<file path="src/design/cmd_pkg.sv">
// Package of constants for the counter command decoder.
package cmd_pkg;
  // ------------------------------------------------------------------
  // Sizes
  // ------------------------------------------------------------------
  localparam int          NUM_COUNTERS     = 5;
  localparam int          COUNT_W          = 16;
  // ------------------------------------------------------------------
  // Command encodings
  // ------------------------------------------------------------------
  localparam logic [2:0]  GRP_LOAD_PTR     = 3'h0;
  localparam logic [2:0]  GRP_ARM          = 3'h1;
  localparam logic [2:0]  GRP_LOAD         = 3'h2;
  localparam logic [2:0]  GRP_LOAD_ARM     = 3'h3;
  localparam logic [2:0]  GRP_DISARM_SAVE  = 3'h4;
  localparam logic [2:0]  GRP_SAVE         = 3'h5;
  localparam logic [2:0]  GRP_DISARM       = 3'h6;
  localparam logic [2:0]  GRP_SPECIAL      = 3'h7;
  localparam logic [1:0]  SUB_CLR_TOGGLE   = 2'h0;
  localparam logic [1:0]  SUB_SET_TOGGLE   = 2'h1;
  localparam logic [1:0]  SUB_STEP         = 2'h2;
  localparam logic [7:0]  CMD_SEQ_OFF      = 8'hE8;
  localparam logic [7:0]  CMD_SEQ_ON       = 8'hE0;
  localparam logic [7:0]  CMD_WIDE_ON      = 8'hEF;
  localparam logic [7:0]  CMD_WIDE_OFF     = 8'hE7;
  localparam logic [7:0]  CMD_FREQ_OUTPUT_PIN_OFF     = 8'hEE;
  localparam logic [7:0]  CMD_FREQ_OUTPUT_PIN_ON      = 8'hE6;
  localparam logic [7:0]  CMD_PREFETCH_ON  = 8'hF8;
  localparam logic [7:0]  CMD_PREFETCH_OFF = 8'hF9;
  localparam logic [7:0]  CMD_MASTER_RESET = 8'hFF;
  // ------------------------------------------------------------------
  // Master-mode and counter-mode bit positions and reset values
  // ------------------------------------------------------------------
  localparam int          MM_SEQ_BIT       = 14;
  localparam int          MM_WIDE_BIT      = 13;
  localparam int          MM_FREQ_OUTPUT_PIN_BIT      = 12;
  localparam logic [15:0] MASTER_RESET_VAL = 16'h0000;
  localparam logic [15:0] CMODE_RESET_VAL  = 16'h0800;
  localparam logic [15:0] REG_RESET_VAL    = 16'h0000;
  localparam int          CM_UP_BIT        = 3;
  localparam int          CM_OUT_LSB       = 0;
  localparam logic [2:0]  OUT_MODE_TOGGLE  = 3'h2;
  // ------------------------------------------------------------------
  // Data pointer groups that are not accepted
  // ------------------------------------------------------------------
  localparam logic [2:0]  PTR_GROUP_BAD0   = 3'h0;
  localparam logic [2:0]  PTR_GROUP_BAD1   = 3'h6;
endpackage

</file>
<file path="src/design/counter_command_decoder.sv">
// Command decoder and executor for a five-counter timing controller.
//
// Added by the designer: the strobed register port and the address map.
`timescale 1ns/10ps
module counter_command_decoder
  import cmd_pkg::*;
#(
  parameter int N = NUM_COUNTERS,
  parameter int W = COUNT_W
) (
  input  wire logic             clk,
  input  wire logic             rst_b,
  input  wire logic             cmd_write,
  input  wire logic [7:0]       cmd_code,
  input  wire logic             master_write,
  input  wire logic [15:0]      master_data,
  input  wire logic             mode_write,
  input  wire logic [2:0]       mode_index,
  input  wire logic [15:0]      mode_data,
  input  wire logic             load_reg_write,
  input  wire logic [2:0]       load_reg_index,
  input  wire logic [W-1:0]     load_reg_data,
  input  wire logic [N-1:0]     count_tick,
  input  wire logic             freq_in,
  output logic [15:0]           master_mode_r,
  output logic                  pointer_advance_inhibit,
  output logic                  wide_bus_select,
  output logic                  freq_out_gate_off,
  output logic                  write_prefetch_en_r,
  output logic [1:0]            element_field_r,
  output logic [2:0]            group_field_r,
  output logic                  byte_select_r,
  output logic [N-1:0]          armed,
  output logic [N-1:0]          terminal_count_state,
  output logic [N-1:0]          counter_out,
  output logic [N*W-1:0]        count_values,
  output logic [N*W-1:0]        hold_values,
  output logic                  freq_output_pin,
  output logic                  freq_output_oe
);
  // --------------------------------------------------------------------
  // Command field decode
  // --------------------------------------------------------------------
  logic [2:0]   grp;
  logic [N-1:0] counter_select_bits;
  logic [1:0]   sub;
  logic [2:0]   counter_number_field;
  logic         master_reset;
  logic [15:0]  mode_r     [N];
  logic [W-1:0] load_r     [N];
  logic [N-1:0] toggle_q;

  assign grp                  = cmd_code[7:5];
  assign counter_select_bits  = cmd_code[N-1:0];
  assign sub                  = cmd_code[4:3];
  assign counter_number_field = cmd_code[2:0];
  assign master_reset         = cmd_write && (cmd_code == CMD_MASTER_RESET);

  // One-hot select of counter N from its 3-bit number; 0, 6 and 7 pick none.
  function automatic logic [NUM_COUNTERS-1:0] number_onehot(input logic [2:0] num);
    logic [NUM_COUNTERS-1:0] sel;
    sel = '0;
    for (int k = 0; k < NUM_COUNTERS; k++) begin
      if (num == 3'(k + 1)) begin
        sel[k] = 1'b1;
      end
    end
    return sel;
  endfunction

  function automatic logic is_grp(input logic [7:0] code, input logic [2:0] g);
    return code[7:5] == g;
  endfunction

  // --------------------------------------------------------------------
  // Per-counter strobes
  // --------------------------------------------------------------------
  logic [N-1:0] num_sel;
  logic [N-1:0] s_arm;
  logic [N-1:0] s_load;
  logic [N-1:0] s_load_arm;
  logic [N-1:0] s_disarm;
  logic [N-1:0] s_save;
  logic [N-1:0] s_step;
  logic [N-1:0] s_tset;
  logic [N-1:0] s_tclr;
  logic         special;

  assign num_sel = number_onehot(counter_number_field);
  assign special = cmd_write && is_grp(cmd_code, GRP_SPECIAL);

  always_comb begin
    s_arm      = '0;
    s_load     = '0;
    s_load_arm = '0;
    s_disarm   = '0;
    s_save     = '0;
    s_step     = '0;
    s_tset     = '0;
    s_tclr     = '0;
    if (cmd_write) begin
      case (grp)
        GRP_ARM:         s_arm      = counter_select_bits;
        GRP_LOAD:        s_load     = counter_select_bits;
        GRP_LOAD_ARM:    s_load_arm = counter_select_bits;
        GRP_DISARM: begin
          s_disarm = counter_select_bits;
        end
        GRP_SAVE: begin
          s_save = counter_select_bits;
        end
        GRP_DISARM_SAVE: begin
          s_disarm = counter_select_bits;
          s_save   = counter_select_bits;
        end
        GRP_SPECIAL: begin
          case (sub)
            SUB_SET_TOGGLE: s_tset = num_sel;
            SUB_CLR_TOGGLE: s_tclr = num_sel;
            SUB_STEP:       s_step = num_sel;
            default:        s_step = '0;
          endcase
        end
        default: s_arm = '0;
      endcase
    end
  end

  // --------------------------------------------------------------------
  // Counter mode and load registers
  // --------------------------------------------------------------------
  genvar gi;
  generate
    for (gi = 0; gi < N; gi++) begin : g_cnt
      always_ff @(posedge clk) begin
        if (!rst_b || master_reset) begin
          mode_r[gi] <= CMODE_RESET_VAL;
          load_r[gi] <= W'(REG_RESET_VAL);
        end else begin
          if (mode_write && mode_index == 3'(gi + 1)) begin
            mode_r[gi] <= mode_data;
          end
          if (load_reg_write && load_reg_index == 3'(gi + 1)) begin
            load_r[gi] <= load_reg_data;
          end
        end
      end

      counter_slice #(
        .W(W)
      ) u_slice (
        .clk          (clk),
        .rst_b        (rst_b),
        .master_reset (master_reset),
        .count_tick   (count_tick[gi]),
        .arm_cmd      (s_arm[gi]),
        .load_cmd     (s_load[gi]),
        .load_arm_cmd (s_load_arm[gi]),
        .disarm_cmd   (s_disarm[gi]),
        .save_cmd     (s_save[gi]),
        .step_cmd     (s_step[gi]),
        .toggle_set   (s_tset[gi]),
        .toggle_clr   (s_tclr[gi]),
        .mode_value   (mode_r[gi]),
        .load_value   (load_r[gi]),
        .armed_r      (armed[gi]),
        .tc_r         (terminal_count_state[gi]),
        .toggle_r     (toggle_q[gi]),
        .out_level    (counter_out[gi]),
        .count_r      (count_values[gi*W +: W]),
        .hold_r       (hold_values[gi*W +: W])
      );
    end
  endgenerate

  // --------------------------------------------------------------------
  // Master mode register
  // --------------------------------------------------------------------
  always_ff @(posedge clk) begin
    if (!rst_b || master_reset) begin
      master_mode_r <= MASTER_RESET_VAL;
    end else if (special) begin
      case (cmd_code)
        CMD_SEQ_OFF:  master_mode_r[MM_SEQ_BIT]  <= 1'b1;
        CMD_SEQ_ON:   master_mode_r[MM_SEQ_BIT]  <= 1'b0;
        CMD_WIDE_ON:  master_mode_r[MM_WIDE_BIT] <= 1'b1;
        CMD_WIDE_OFF: master_mode_r[MM_WIDE_BIT] <= 1'b0;
        CMD_FREQ_OUTPUT_PIN_OFF: master_mode_r[MM_FREQ_OUTPUT_PIN_BIT] <= 1'b1;
        CMD_FREQ_OUTPUT_PIN_ON:  master_mode_r[MM_FREQ_OUTPUT_PIN_BIT] <= 1'b0;
        default:      master_mode_r              <= master_mode_r;
      endcase
    end else if (master_write) begin
      master_mode_r <= master_data;
    end
  end

  assign pointer_advance_inhibit = master_mode_r[MM_SEQ_BIT];
  assign wide_bus_select         = master_mode_r[MM_WIDE_BIT];
  assign freq_out_gate_off       = master_mode_r[MM_FREQ_OUTPUT_PIN_BIT];

  // --------------------------------------------------------------------
  // Write prefetch
  // --------------------------------------------------------------------
  always_ff @(posedge clk) begin
    if (!rst_b || master_reset) begin
      write_prefetch_en_r <= 1'b1;
    end else if (special && cmd_code == CMD_PREFETCH_OFF) begin
      write_prefetch_en_r <= 1'b0;
    end else if (special && cmd_code == CMD_PREFETCH_ON) begin
      write_prefetch_en_r <= 1'b1;
    end
  end

  // --------------------------------------------------------------------
  // Data pointer; reset leaves it unset by design, so zero it on rst_b only
  // --------------------------------------------------------------------
  logic ptr_load;
  assign ptr_load = cmd_write && is_grp(cmd_code, GRP_LOAD_PTR)
                  && cmd_code[2:0] != PTR_GROUP_BAD0
                  && cmd_code[2:0] != PTR_GROUP_BAD1;

  always_ff @(posedge clk) begin
    if (!rst_b) begin
      element_field_r <= 2'h0;
      group_field_r   <= 3'h0;
      byte_select_r   <= 1'b0;
    end else if (ptr_load) begin
      element_field_r <= cmd_code[4:3];
      group_field_r   <= cmd_code[2:0];
      byte_select_r   <= 1'b1;
    end
  end

  // --------------------------------------------------------------------
  // Frequency output
  // --------------------------------------------------------------------
  freq_out_gate u_freq_output_pin (
    .clk             (clk),
    .rst_b           (rst_b),
    .gate_off        (freq_out_gate_off),
    .freq_in         (freq_in),
    .freq_output_pin (freq_output_pin),
    .freq_output_oe  (freq_output_oe)
  );
endmodule

</file>
<file path="src/design/counter_slice.sv">
// One counter with arm state, pending disarm, hold and toggle flip-flop.
`timescale 1ns/10ps
module counter_slice
  import cmd_pkg::*;
#(
  parameter int W = COUNT_W
) (
  input  wire logic         clk,
  input  wire logic         rst_b,
  input  wire logic         master_reset,
  input  wire logic         count_tick,
  input  wire logic         arm_cmd,
  input  wire logic         load_cmd,
  input  wire logic         load_arm_cmd,
  input  wire logic         disarm_cmd,
  input  wire logic         save_cmd,
  input  wire logic         step_cmd,
  input  wire logic         toggle_set,
  input  wire logic         toggle_clr,
  input  wire logic [15:0]  mode_value,
  input  wire logic [W-1:0] load_value,
  output logic              armed_r,
  output logic              tc_r,
  output logic              toggle_r,
  output logic              out_level,
  output logic [W-1:0]      count_r,
  output logic [W-1:0]      hold_r
);
  logic         disarm_pend_r;
  logic         up;
  logic         advance;
  logic         leave_tc;
  logic [W-1:0] count_nxt;
  logic         hits_tc;

  assign up       = mode_value[CM_UP_BIT];
  // Source ticks advance only while armed; a step ignores arming.
  assign advance  = (count_tick && armed_r) || step_cmd;
  assign leave_tc = tc_r && (advance || load_cmd || load_arm_cmd);
  assign count_nxt = up ? count_r + W'(1) : count_r - W'(1);
  assign hits_tc  = up ? (count_nxt == '1) : (count_nxt == '0);

  // --------------------------------------------------------------------
  // Arm state
  // --------------------------------------------------------------------
  always_ff @(posedge clk) begin
    if (!rst_b || master_reset) begin
      armed_r       <= 1'b0;
      disarm_pend_r <= 1'b0;
    end else if (load_arm_cmd) begin
      armed_r       <= 1'b1;
      disarm_pend_r <= 1'b0;
    end else if (disarm_cmd && tc_r && !leave_tc) begin
      disarm_pend_r <= 1'b1;
    end else if (disarm_cmd || (disarm_pend_r && leave_tc)) begin
      armed_r       <= 1'b0;
      disarm_pend_r <= 1'b0;
    end else if (arm_cmd) begin
      armed_r       <= 1'b1;
    end
  end

  // --------------------------------------------------------------------
  // Count, terminal count and hold
  // --------------------------------------------------------------------
  always_ff @(posedge clk) begin
    if (!rst_b || master_reset) begin
      count_r <= W'(REG_RESET_VAL);
      tc_r    <= 1'b0;
    end else if (load_cmd || load_arm_cmd) begin
      count_r <= load_value;
      tc_r    <= 1'b0;
    end else if (advance) begin
      count_r <= count_nxt;
      tc_r    <= hits_tc;
    end
  end

  always_ff @(posedge clk) begin
    if (!rst_b || master_reset) begin
      hold_r <= W'(REG_RESET_VAL);
    end else if (save_cmd) begin
      hold_r <= count_r;
    end
  end

  always_ff @(posedge clk) begin
    if (!rst_b || master_reset) begin
      toggle_r <= 1'b0;
    end else if (toggle_set) begin
      toggle_r <= 1'b1;
    end else if (toggle_clr) begin
      toggle_r <= 1'b0;
    end else if (advance && hits_tc) begin
      toggle_r <= !toggle_r;
    end
  end

  // Only toggle mode shows the flip-flop; other modes show the TC level.
  always_ff @(posedge clk) begin
    if (!rst_b) begin
      out_level <= 1'b0;
    end else if (mode_value[CM_OUT_LSB +: 3] == OUT_MODE_TOGGLE) begin
      out_level <= toggle_r;
    end else begin
      out_level <= tc_r;
    end
  end
endmodule

</file>
<file path="src/design/freq_out_gate.sv">
// Output gating of the frequency output pin.
`timescale 1ns/10ps
module freq_out_gate (
  input  wire logic clk,
  input  wire logic rst_b,
  input  wire logic gate_off,
  input  wire logic freq_in,
  output logic      freq_output_pin,
  output logic      freq_output_oe
);
  // The gate and the pin are both registered on clk, so a change of gating
  // takes effect at a clock edge, with no short pulse on the pin.
  always_ff @(posedge clk) begin
    if (!rst_b) begin
      freq_output_pin <= 1'b0;
    end else begin
      freq_output_pin <= gate_off ? 1'b0 : freq_in;
    end
  end

  // Gated off still drives low, so the pin is always driven.
  assign freq_output_oe = 1'b1;
endmodule

</file>
<file path="config.mk">
export PLATFORM = sky130hd
export DESIGN_NAME = counter_command_decoder
export DESIGN_NICKNAME = d
export VERILOG_FILES = /design/src/design/cmd_pkg.sv /design/src/design/counter_command_decoder.sv /design/src/design/counter_slice.sv /design/src/design/freq_out_gate.sv
export SDC_FILE = /design/constraint.sdc
export NUM_CORES = 1
export LEC_CHECK = 0
export BUFFER_PORTS_ARGS = -buffer_cell sky130_fd_sc_hd__clkbuf_2
export CAP_MARGIN = 25
export CELL_PAD_IN_SITES_DETAIL_PLACEMENT = 0
export CELL_PAD_IN_SITES_GLOBAL_PLACEMENT = 1
export CORE_MARGIN = 3
export CORE_UTILIZATION = 49
export DETAILED_ROUTE_END_ITERATION = 16
export PLACE_DENSITY_LB_ADDON = 0.15
export REMOVE_ABC_BUFFERS = 1
export SYNTH_ARGS = -nofsm -noshare
export SYNTH_HDL_FRONTEND = slang
export SYNTH_HIERARCHICAL = 1
export SYNTH_SLANG_ARGS = --single-unit
</file>
<file path="constraint.sdc">
create_clock -name clk -period 8.15 [get_ports clk]
set_input_delay 0.4075 -clock clk [delete_from_list [all_inputs] [get_ports clk]]
set_output_delay 0.4075 -clock clk [all_outputs]
set_load 0.03 [all_outputs]
</file>
==> impl_metrics.env, run 1 <==
export IMPL_drt_iter0_markers=982
export IMPL_cts_tree="done"
export IMPL_clkLatencyLatePin_ns=0.54
export IMPL_intPower_mw=2.90
export IMPL_antenna_found_initial=8
export IMPL_ant_nets=0
export IMPL_initial_core_util_pct=50.0
export IMPL_htreeDepth=2
export IMPL_finalMaxSlewViolations=0
export IMPL_worstPathRequired_ns=8.55
export IMPL_num_rows=68
export IMPL_firstDrtPassIters=5
export IMPL_tightest_slew_ns=1.03
export IMPL_fmax_mhz=268
export IMPL_hold_violations=0
export IMPL_syn_area_um2=17400
export IMPL_p_leak_nw=8.37
export IMPL_finalPower_mw=4.04
export IMPL_fill_cells=3156
export IMPL_dpl_cell_count=2570
export IMPL_rsz0062_at_grt="false"
export IMPL_cts_buffers=38
export IMPL_grt_max_degree=39
export IMPL_dp_slack_ns=4.44
export IMPL_die_y_um=194
export IMPL_crit_fanout=16
export IMPL_wl_per_cell_um=19.3
export IMPL_power_frac_seq_pct=42.2
export IMPL_seqCellArea_um2=7190
export IMPL_fin_hold_ws_ns=0.0896
export IMPL_post_route_min_period_ns=3.74
export IMPL_final_util_pct=58.7
export IMPL_gp_congestion=0.879
export IMPL_postCtsSetupBuffers=0
export IMPL_vias=15300
export IMPL_grt_pass1_vias=14400
export IMPL_cap_violations=0
export IMPL_synth_cells=1921
export IMPL_maxSlewHeadroom_pct=31.2
export IMPL_critPathKind="reg2reg"
export IMPL_grtUsageTotal_pct=26.4
export IMPL_avgViaCountPerCell=5.77
export IMPL_end_kind="flip-flop"
export IMPL_p_switching_mw=1.14
export IMPL_powerDensity_nw_per_um2=198
export IMPL_skew_ns=0.00910
export IMPL_cts_clk_slew_worst_paths_ns=0.06
export IMPL_cp_startpoint="mode_r[1][3]"
export IMPL_reg2reg_setup_slack_ns=4.41
export IMPL_multiInputGateArea_um2=9660
export IMPL_routed_wl_um=51100
export IMPL_clkPwrFrac_pct=41.5
export IMPL_fin_setup_tns_ns=0
export IMPL_hpwl_um=36500
export IMPL_swShare_pct=28.2
export IMPL_final_area_um2=20400
export IMPL_cts_sinks=309
export IMPL_drc=0
export IMPL_nNetsFinal=2316
export IMPL_root_buffer="clkbuf_16"
export IMPL_status="complete, no violations"
export IMPL_grt_pass1_wl_um=80200
export IMPL_port_buffers=263
export IMPL_area_growth_pct=17.3
export IMPL_layout_drive_gt1_share_pct=18.4
export IMPL_cts_resized=0
export IMPL_io_pins=277
export IMPL_yosys_warnings=6
export IMPL_ir_worst_vdd_uv=149
export IMPL_regToRegStartpoint="mode_r[1][3]"
export IMPL_die_area_um2=37700
export IMPL_crit_path_start_kind="flip-flop"
export IMPL_place_area_um2=19100
export IMPL_avgSynthCellArea_um2=9.04
export IMPL_grt_ovfl_total=0
export IMPL_fin_ws_ns=4.41
export IMPL_p_comb_share_pct=16.3
export IMPL_min_period_over_period_pct=45.8
export IMPL_cts_buffer_depth=3
export IMPL_arrival_ns=4.14
export IMPL_min_from="master_data[1]"
export IMPL_finalSetupViolations=0
export IMPL_core_area_um2=34700
export IMPL_final_cells=2645
export IMPL_die_w_um=194
export IMPL_hold_path_class="in2reg"
export IMPL_cts_hold_buf=0
==> power groups by stage <==
stage               Sequential, mW  Combinational, mW  Clock [mW]
finish                        1.70              0.656        1.68
global route                  1.71              0.722        1.78
CTS                           1.70              0.651        1.72
detailed placement            1.74              0.647           0
global placement              1.73              0.634           0
floorplan                     1.78              0.406           0
==> cell usage in the layout (no fill, tap or decap), types with 57 or more instances in the layout <==
master and n:
a21oi_1 107, a311oi_1 57, and2_1 116, clkbuf_2 263, dfxtp_1 209, edfxtp_1 100, ha_1 80, mux2i_1 90
nand2_1 232, nor2_1 267
==> area by class of cell <==
cell class | instances | share of cell area [%]
diodes | 3 | 0.0369
repair buffers | 284 | 7.63
clock buffers | 57 | 5.54
multi-input cells | 1486 | 47.4
flip-flops and latches | 309 | 35.3
well taps | 455 | 2.80
inverters | 38 | 0.701
clock inverters | 13 | 0.584
==> path summary, 6_finish.rpt <==
check                         endpoint  cells past startpoint
max          g_cnt[1].u_slice/toggle_r                     10
min                   master_mode_r[1]                      3
max reg2reg  g_cnt[1].u_slice/toggle_r                     10
min reg2reg           master_mode_r[3]                      2
==> flip-flops by register name, summed over array words and instances, names as in the netlist, 2 cells and up <==
name and flops:
g_cnt.u_slice/disarm_pend_r 5, g_cnt.u_slice/hold_r 80, master_mode_r 16, g_cnt.u_slice/toggle_r 5, group_field_r 3, load_r 80
element_field_r 2, g_cnt.u_slice/count_r 80, g_cnt.u_slice/out_level 5, g_cnt.u_slice/armed_r 5, g_cnt.u_slice/tc_r 5, mode_r 20
==> critical path, stage by stage (launching register included) <==
cell and delay, ns:
edfxtp_1 0.53, inv_1 0.53, ha_1 0.42, a211oi_2 0.29, nor4_1 0.12, o41a_1 0.48, a211oi_2 0.28, xor2_1 0.35
nor4b_2 0.12, a22oi_1 0.31, o221ai_1 0.17
==> per-layer routing <==
metal / track usage [%] / wire (um)
met2: 42.5 / 23400
met1: 34.9 / 22300
met3: 6.20 / 3670
met4: 9.39 / 1610
met5: 0 / 41
Note: power is estimated with default switching activity, not from simulation.
==> run 2, diff against run 1 <==
CORE_UTILIZATION = 45   (was 49)
clock period = 3.79 ns   (was 8.15 ns; I/O delays follow)
==> run 2 against run 1 <==
Effect of this change: utilization decreased by 3.8 points; worst hold slack got worse by 0.011 ns; sequential power increased by 120%; routed wire length grew 2.6%; clock skew hardly changed; global-route usage fell by 1.3 points; clock power is 130% higher; highest routed layer unchanged.
==> impl_metrics.env, run 2 (synthesis results as in run 1) <==
export IMPL_ant_nets=0
export IMPL_final_cell_mix="nor2_1 (267), clkbuf_2 (263), nand2_1 (232)"
export IMPL_cts_buffers=38
export IMPL_final_util_pct=54.9
export IMPL_crit_fanout=11
export IMPL_clkPwrFrac_pct=43.0
export IMPL_io_pins=277
export IMPL_p_leak_nw=8.53
export IMPL_cts_clk_slew_worst_paths_ns=0.05
export IMPL_fin_setup_tns_ns=0
export IMPL_hold_violations=0
export IMPL_tightest_slew_ns=0.983
export IMPL_num_rows=71
export IMPL_gp_congestion=0.861
export IMPL_swShare_pct=27.9
export IMPL_crit_path_start_kind="flip-flop"
export IMPL_final_common_cell="nor2_1"
export IMPL_cts_buffer_depth=3
export IMPL_initial_core_util_pct=45.9
export IMPL_p_switching_mw=2.50
export IMPL_maxSlewHeadroom_pct=34.5
export IMPL_worstPathRequired_ns=4.19
export IMPL_area_growth_pct=19.7
export IMPL_intPower_mw=6.46
export IMPL_fill_cells=3553
export IMPL_hpwl_um=37900
export IMPL_die_area_um2=41000
export IMPL_nNetsFinal=2343
export IMPL_die_y_um=202
export IMPL_die_w_um=202
export IMPL_cts_sinks=309
export IMPL_htreeDepth=2
export IMPL_finalSetupViolations=0
export IMPL_cp_common_cell="a211oi_2"
export IMPL_grt_pass1_vias=14900
export IMPL_powerDensity_nw_per_um2=431
export IMPL_rsz0062_at_grt="false"
export IMPL_cp_slowest_cell="fa_1"
export IMPL_fmax_mhz=287
export IMPL_arrival_ns=3.89
export IMPL_top_regs="g_cnt.u_slice/count_r: 80 flops, g_cnt.u_slice/hold_r: 80 flops, load_r: 80 flops"
export IMPL_core_area_um2=37800
export IMPL_hold_path_class="in2reg"
export IMPL_skew_ns=0.00898
export IMPL_cts_tree="done"
export IMPL_vias=15300
export IMPL_grt_ovfl_total=0
export IMPL_firstDrtPassIters=7
export IMPL_drc=0
export IMPL_crit_chain="clkinvlp_4 -> fa_1 -> a211oi_2 -> nor4_1 -> o41a_1 -> a211oi_2 -> xor2_1 -> nor4b_2 -> a22oi_1 -> o221ai_1"
export IMPL_root_buffer="clkbuf_16"
export IMPL_cap_violations=0
export IMPL_critPathKind="reg2reg"
export IMPL_drt_iter0_markers=946
export IMPL_p_comb_share_pct=16.1
export IMPL_power_frac_seq_pct=40.9
export IMPL_grtUsageTotal_pct=25.0
export IMPL_antenna_found_initial=10
export IMPL_wl_per_cell_um=19.2
export IMPL_cpPeakStageDelay_ns=0.55
export IMPL_layout_drive_gt1_share_pct=18.9
export IMPL_grt_pass1_wl_um=82700
export IMPL_finalMaxSlewViolations=0
export IMPL_status="complete, no violations"
export IMPL_grt_max_degree=38
export IMPL_post_route_min_period_ns=3.49
export IMPL_min_period_over_period_pct=92.0
export IMPL_final_cells=2726
export IMPL_cp_top_family="compound AO/OA/AOI/OAI gates"
export IMPL_dpl_cell_count=2631
export IMPL_routed_wl_um=52400
export IMPL_end_kind="flip-flop"
export IMPL_ir_worst_vdd_uv=334
export IMPL_port_buffers=263
export IMPL_clkLatencyLatePin_ns=0.55
export IMPL_avgViaCountPerCell=5.61
export IMPL_crit_buf_inv=1
-- run 2: cell types whose count changed in the layout (fill, tap and decap cells not counted), sizes merged --
| cell | delta |
|---|---|
| clkinvlp | -1 |
| buf | +10 |
| clkbuf | -2 |
| bufinv | +2 |
| clkinv | +2 |
| inv | -1 |
| dlygate4sd3 | +17 |
| diode | -2 |
-- run 2: power by group through the flow --
stage	Clock (mW)	Combinational (mW)	Sequential, mW
after global routing	4.09	1.58	3.68
after CTS	3.94	1.42	3.66
after floorplan	0	0.872	3.82
final	3.86	1.44	3.66
after global placement	0	1.38	3.73
after detailed placement	0	1.40	3.73
-- run 2: final cells by class --
| class | count | area (um2) | share of cell area (%) |
|---|---|---|---|
| clock inverter | 15 | 174 | 0.837 |
| clock buffer | 55 | 1160 | 5.59 |
| timing repair buffer | 311 | 1780 | 8.58 |
| multi-input combinational | 1486 | 9680 | 46.6 |
| sequential | 309 | 7190 | 34.6 |
| antenna | 1 | 2.50 | 0.0120 |
| tap | 511 | 639 | 3.08 |
| inverter | 38 | 146 | 0.705 |
-- run 2: final timing paths --
path | from | endpoint | slack, ns | cells past startpoint
worst max register to register | mode_r[2][3] | g_cnt[2].u_slice/toggle_r | 0.30 | 10
worst min-delay path | mode_data[2] | mode_r[1][2] | 0.08 | 2
worst min register to register | master_mode_r[1] | master_mode_r[1] | 0.46 | 2
worst max-delay path | mode_r[2][3] | g_cnt[2].u_slice/toggle_r | 0.30 | 10
-- run 2: per-stage QoR --
stage	cell area [um2]	setup slack (ns)	total power, mW	hold slack, ns
6_report	20800	0.302	8.96	0.0784
5_1_grt	20800	0.0365	9.35	0.0623
4_1_cts	20600	0.209	9.03	0.0464
3_5_place_dp	19100	0.219	5.13	0.427
3_3_place_gp	19100	0.317	5.11	0.416
2_1_floorplan	17000	0.747	4.69	0.266
-- run 2: what timing repair did --
item                                    4_1_cts  5_1_grt
hold buffers                                 17        0
endpoints found under the hold margin        17        0
setup buffers                                 0        3
gates resized for setup                       0        2
endpoints found under the setup margin        0        1
-- run 2: worst reg2reg max path: stages, from the launching register on --
cell        delay (ns)
edfxtp_1          0.48
clkinvlp_4        0.31
fa_1              0.56
a211oi_2          0.25
nor4_1            0.11
o41a_1            0.47
a211oi_2          0.27
xor2_1            0.29
nor4b_2           0.11
a22oi_1           0.33
o221ai_1          0.19
-- run 2: metal layers --
layer / global-route usage, % / up-vias / part of all wire (%)
met2: 41.8 / 382 / 47
li1: - / 7535 / -
met1: 33.1 / 7279 / 44
met3: 5.06 / 82 / 6.1
met4: 7.10 / 10 / 2.7
met5: 0 / - / 0.13
==> run 3, diff against run 2 <==
BUFFER_PORTS_ARGS = default   (was -buffer_cell sky130_fd_sc_hd__clkbuf_2)
CORE_UTILIZATION = 50   (was 45)
DONT_BUFFER_PORTS = 1   (was default)
SLEW_MARGIN = 10   (was default)
==> run 3 against run 2 <==
Effect of this change: die area is 9.7% lower; global-route usage is 2.0 points higher; clock skew is 0.0020 ns higher; clock power is 8.8% lower; sequential power is 3% higher; register-to-register slack better by 0.02 ns; worst hold slack worse by 0.074 ns; highest routed layer unchanged; combinational power is 13% lower; cell area is 5.7% lower; maximum frequency is 0.47% higher.
==> impl_metrics.env, run 3 (synthesis results as in run 1) <==
export IMPL_end_kind="flip-flop"
export IMPL_grt_max_degree=39
export IMPL_crit_path_start_kind="flip-flop"
export IMPL_avgViaCountPerCell=6.01
export IMPL_gp_congestion=0.860
export IMPL_cts_tree="done"
export IMPL_grt_pass1_wl_um=78800
export IMPL_drt_iter0_markers=968
export IMPL_fill_cells=3032
export IMPL_fin_hold_ws_ns=0.00403
export IMPL_initial_core_util_pct=51.3
export IMPL_grtUsageMet1_pct=37.2
export IMPL_cts_buffers=37
export IMPL_num_rows=67
export IMPL_place_area_um2=17900
export IMPL_die_area_um2=37000
export IMPL_hold_violations=0
export IMPL_worstPathRequired_ns=4.17
export IMPL_busiest_layer="met2"
export IMPL_die_y_um=192
export IMPL_vias=14700
export IMPL_cts_sinks=309
export IMPL_firstDrtPassIters=5
export IMPL_clkLatencyLatePin_ns=0.51
export IMPL_crit_fanout=11
export IMPL_nNetsFinal=2122
export IMPL_die_w_um=192
export IMPL_cap_violations=0
export IMPL_status="complete, no violations"
export IMPL_final_util_pct=57.8
export IMPL_drc=0
export IMPL_cp_startpoint="mode_r[4][3]"
export IMPL_port_buffers=0
export IMPL_antenna_found_initial=7
export IMPL_grt_ovfl_total=0
export IMPL_layout_drive_gt1_share_pct=8.30
export IMPL_core_area_um2=33900
export IMPL_arrival_ns=3.85
export IMPL_cts_clk_slew_worst_paths_ns=0.06
export IMPL_hold_path_class="in2reg"
export IMPL_grt_pass1_vias=13700
export IMPL_fmax_mhz=288
export IMPL_final_cell_mix="nor2_1 (267), nand2_1 (232), dfxtp_1 (209)"
export IMPL_hpwl_um=36300
export IMPL_postCtsSetupBuffers=0
export IMPL_critPathKind="reg2reg"
export IMPL_area_growth_pct=12.8
export IMPL_finalPower_mw=8.55
export IMPL_ant_nets=0
export IMPL_dpl_cell_count=2324
export IMPL_finalMaxSlewViolations=0
export IMPL_final_area_um2=19600
export IMPL_dp_slack_ns=0.374
export IMPL_final_common_cell="nor2_1"
export IMPL_fin_setup_tns_ns=0
export IMPL_finalSetupViolations=0
export IMPL_tightest_slew_ns=1.04
export IMPL_min_from="cmd_code[2]"
export IMPL_cts_resized=0
export IMPL_p_leak_nw=7.48
export IMPL_rsz0062_at_grt="false"
export IMPL_cts_buffer_depth=3
export IMPL_htreeDepth=2
export IMPL_powerDensity_nw_per_um2=437
export IMPL_routed_wl_um=51900
export IMPL_final_cells=2442
export IMPL_wl_per_cell_um=21.2
export IMPL_ir_worst_vdd_uv=456
export IMPL_grtUsageTotal_pct=27.1
export IMPL_top_regs="g_cnt.u_slice/count_r: 80 flops, g_cnt.u_slice/hold_r: 80 flops, load_r: 80 flops"
export IMPL_min_period_over_period_pct=91.6
export IMPL_post_route_min_period_ns=3.47
export IMPL_maxSlewHeadroom_pct=30.3
export IMPL_root_buffer="clkbuf_16"
export IMPL_met2_usage_pct=43.8
export IMPL_regToRegStartpoint="mode_r[4][3]"
export IMPL_io_pins=277
export IMPL_fin_ws_ns=0.319
export IMPL_skew_ns=0.0110
export IMPL_use_met3_pct=5.52
## run 3: cell count changes in the layout (fill, tap and decap cells not counted), sizes merged
cell,before,now
bufinv,4,2
buf,31,46
dlygate4sd3,17,45
clkbuf,318,56
inv,37,39
clkinvlp,2,0
diode,1,5
clkinv,10,6
## run 3: timing repair
item / 4_1_cts / 5_1_grt
setup endpoints to repair: 0 / 0
hold buffers: 45 / 0
hold endpoints to repair: 135 / 0
## run 3: cell type report
class | instances | area [um2] | area share [%]
diodes | 5 | 12.5 | 0.0639
multi-input cells | 1486 | 9660 | 49.3
well taps | 448 | 561 | 2.86
clock buffers | 56 | 1110 | 5.67
clock inverters | 9 | 96.3 | 0.492
flip-flops and latches | 309 | 7190 | 36.7
repair buffers | 91 | 818 | 4.18
inverters | 38 | 143 | 0.728
## run 3: worst max-delay path: stages, from the launching register on
cell and delay [ns]:
edfxtp_1 0.46, inv_1 0.38, ha_1 0.36, a21o_1 0.17, a21oi_1 0.11, a2111oi_2 0.73
o21ai_0 0.27, and4_1 0.21, nor4b_2 0.17, a22oi_1 0.30, o221ai_1 0.17
## run 3: final timing paths
path	end	slack, ns	depth (start not counted)
worst min register to register	g_cnt[3].u_slice/count_r[7]	0.48	2
worst max-delay path	g_cnt[4].u_slice/toggle_r	0.32	10
worst min-delay path	master_mode_r[14]	0.004	4
worst max register to register	g_cnt[4].u_slice/toggle_r	0.32	10
## run 3: metal layers
metal  wire length, um  up-vias
met1             22500     6982
met4              1240        6
li1                  -     7093
met5                45        -
met2             23800      506
met3              4240       84
## run 3: where the power goes
| part | internal, mW | switching (mW) |
|---|---|---|
| Clock | 2.15 | 1.37 |
| Sequential | 3.56 | 0.215 |
| Combinational | 0.466 | 0.792 |
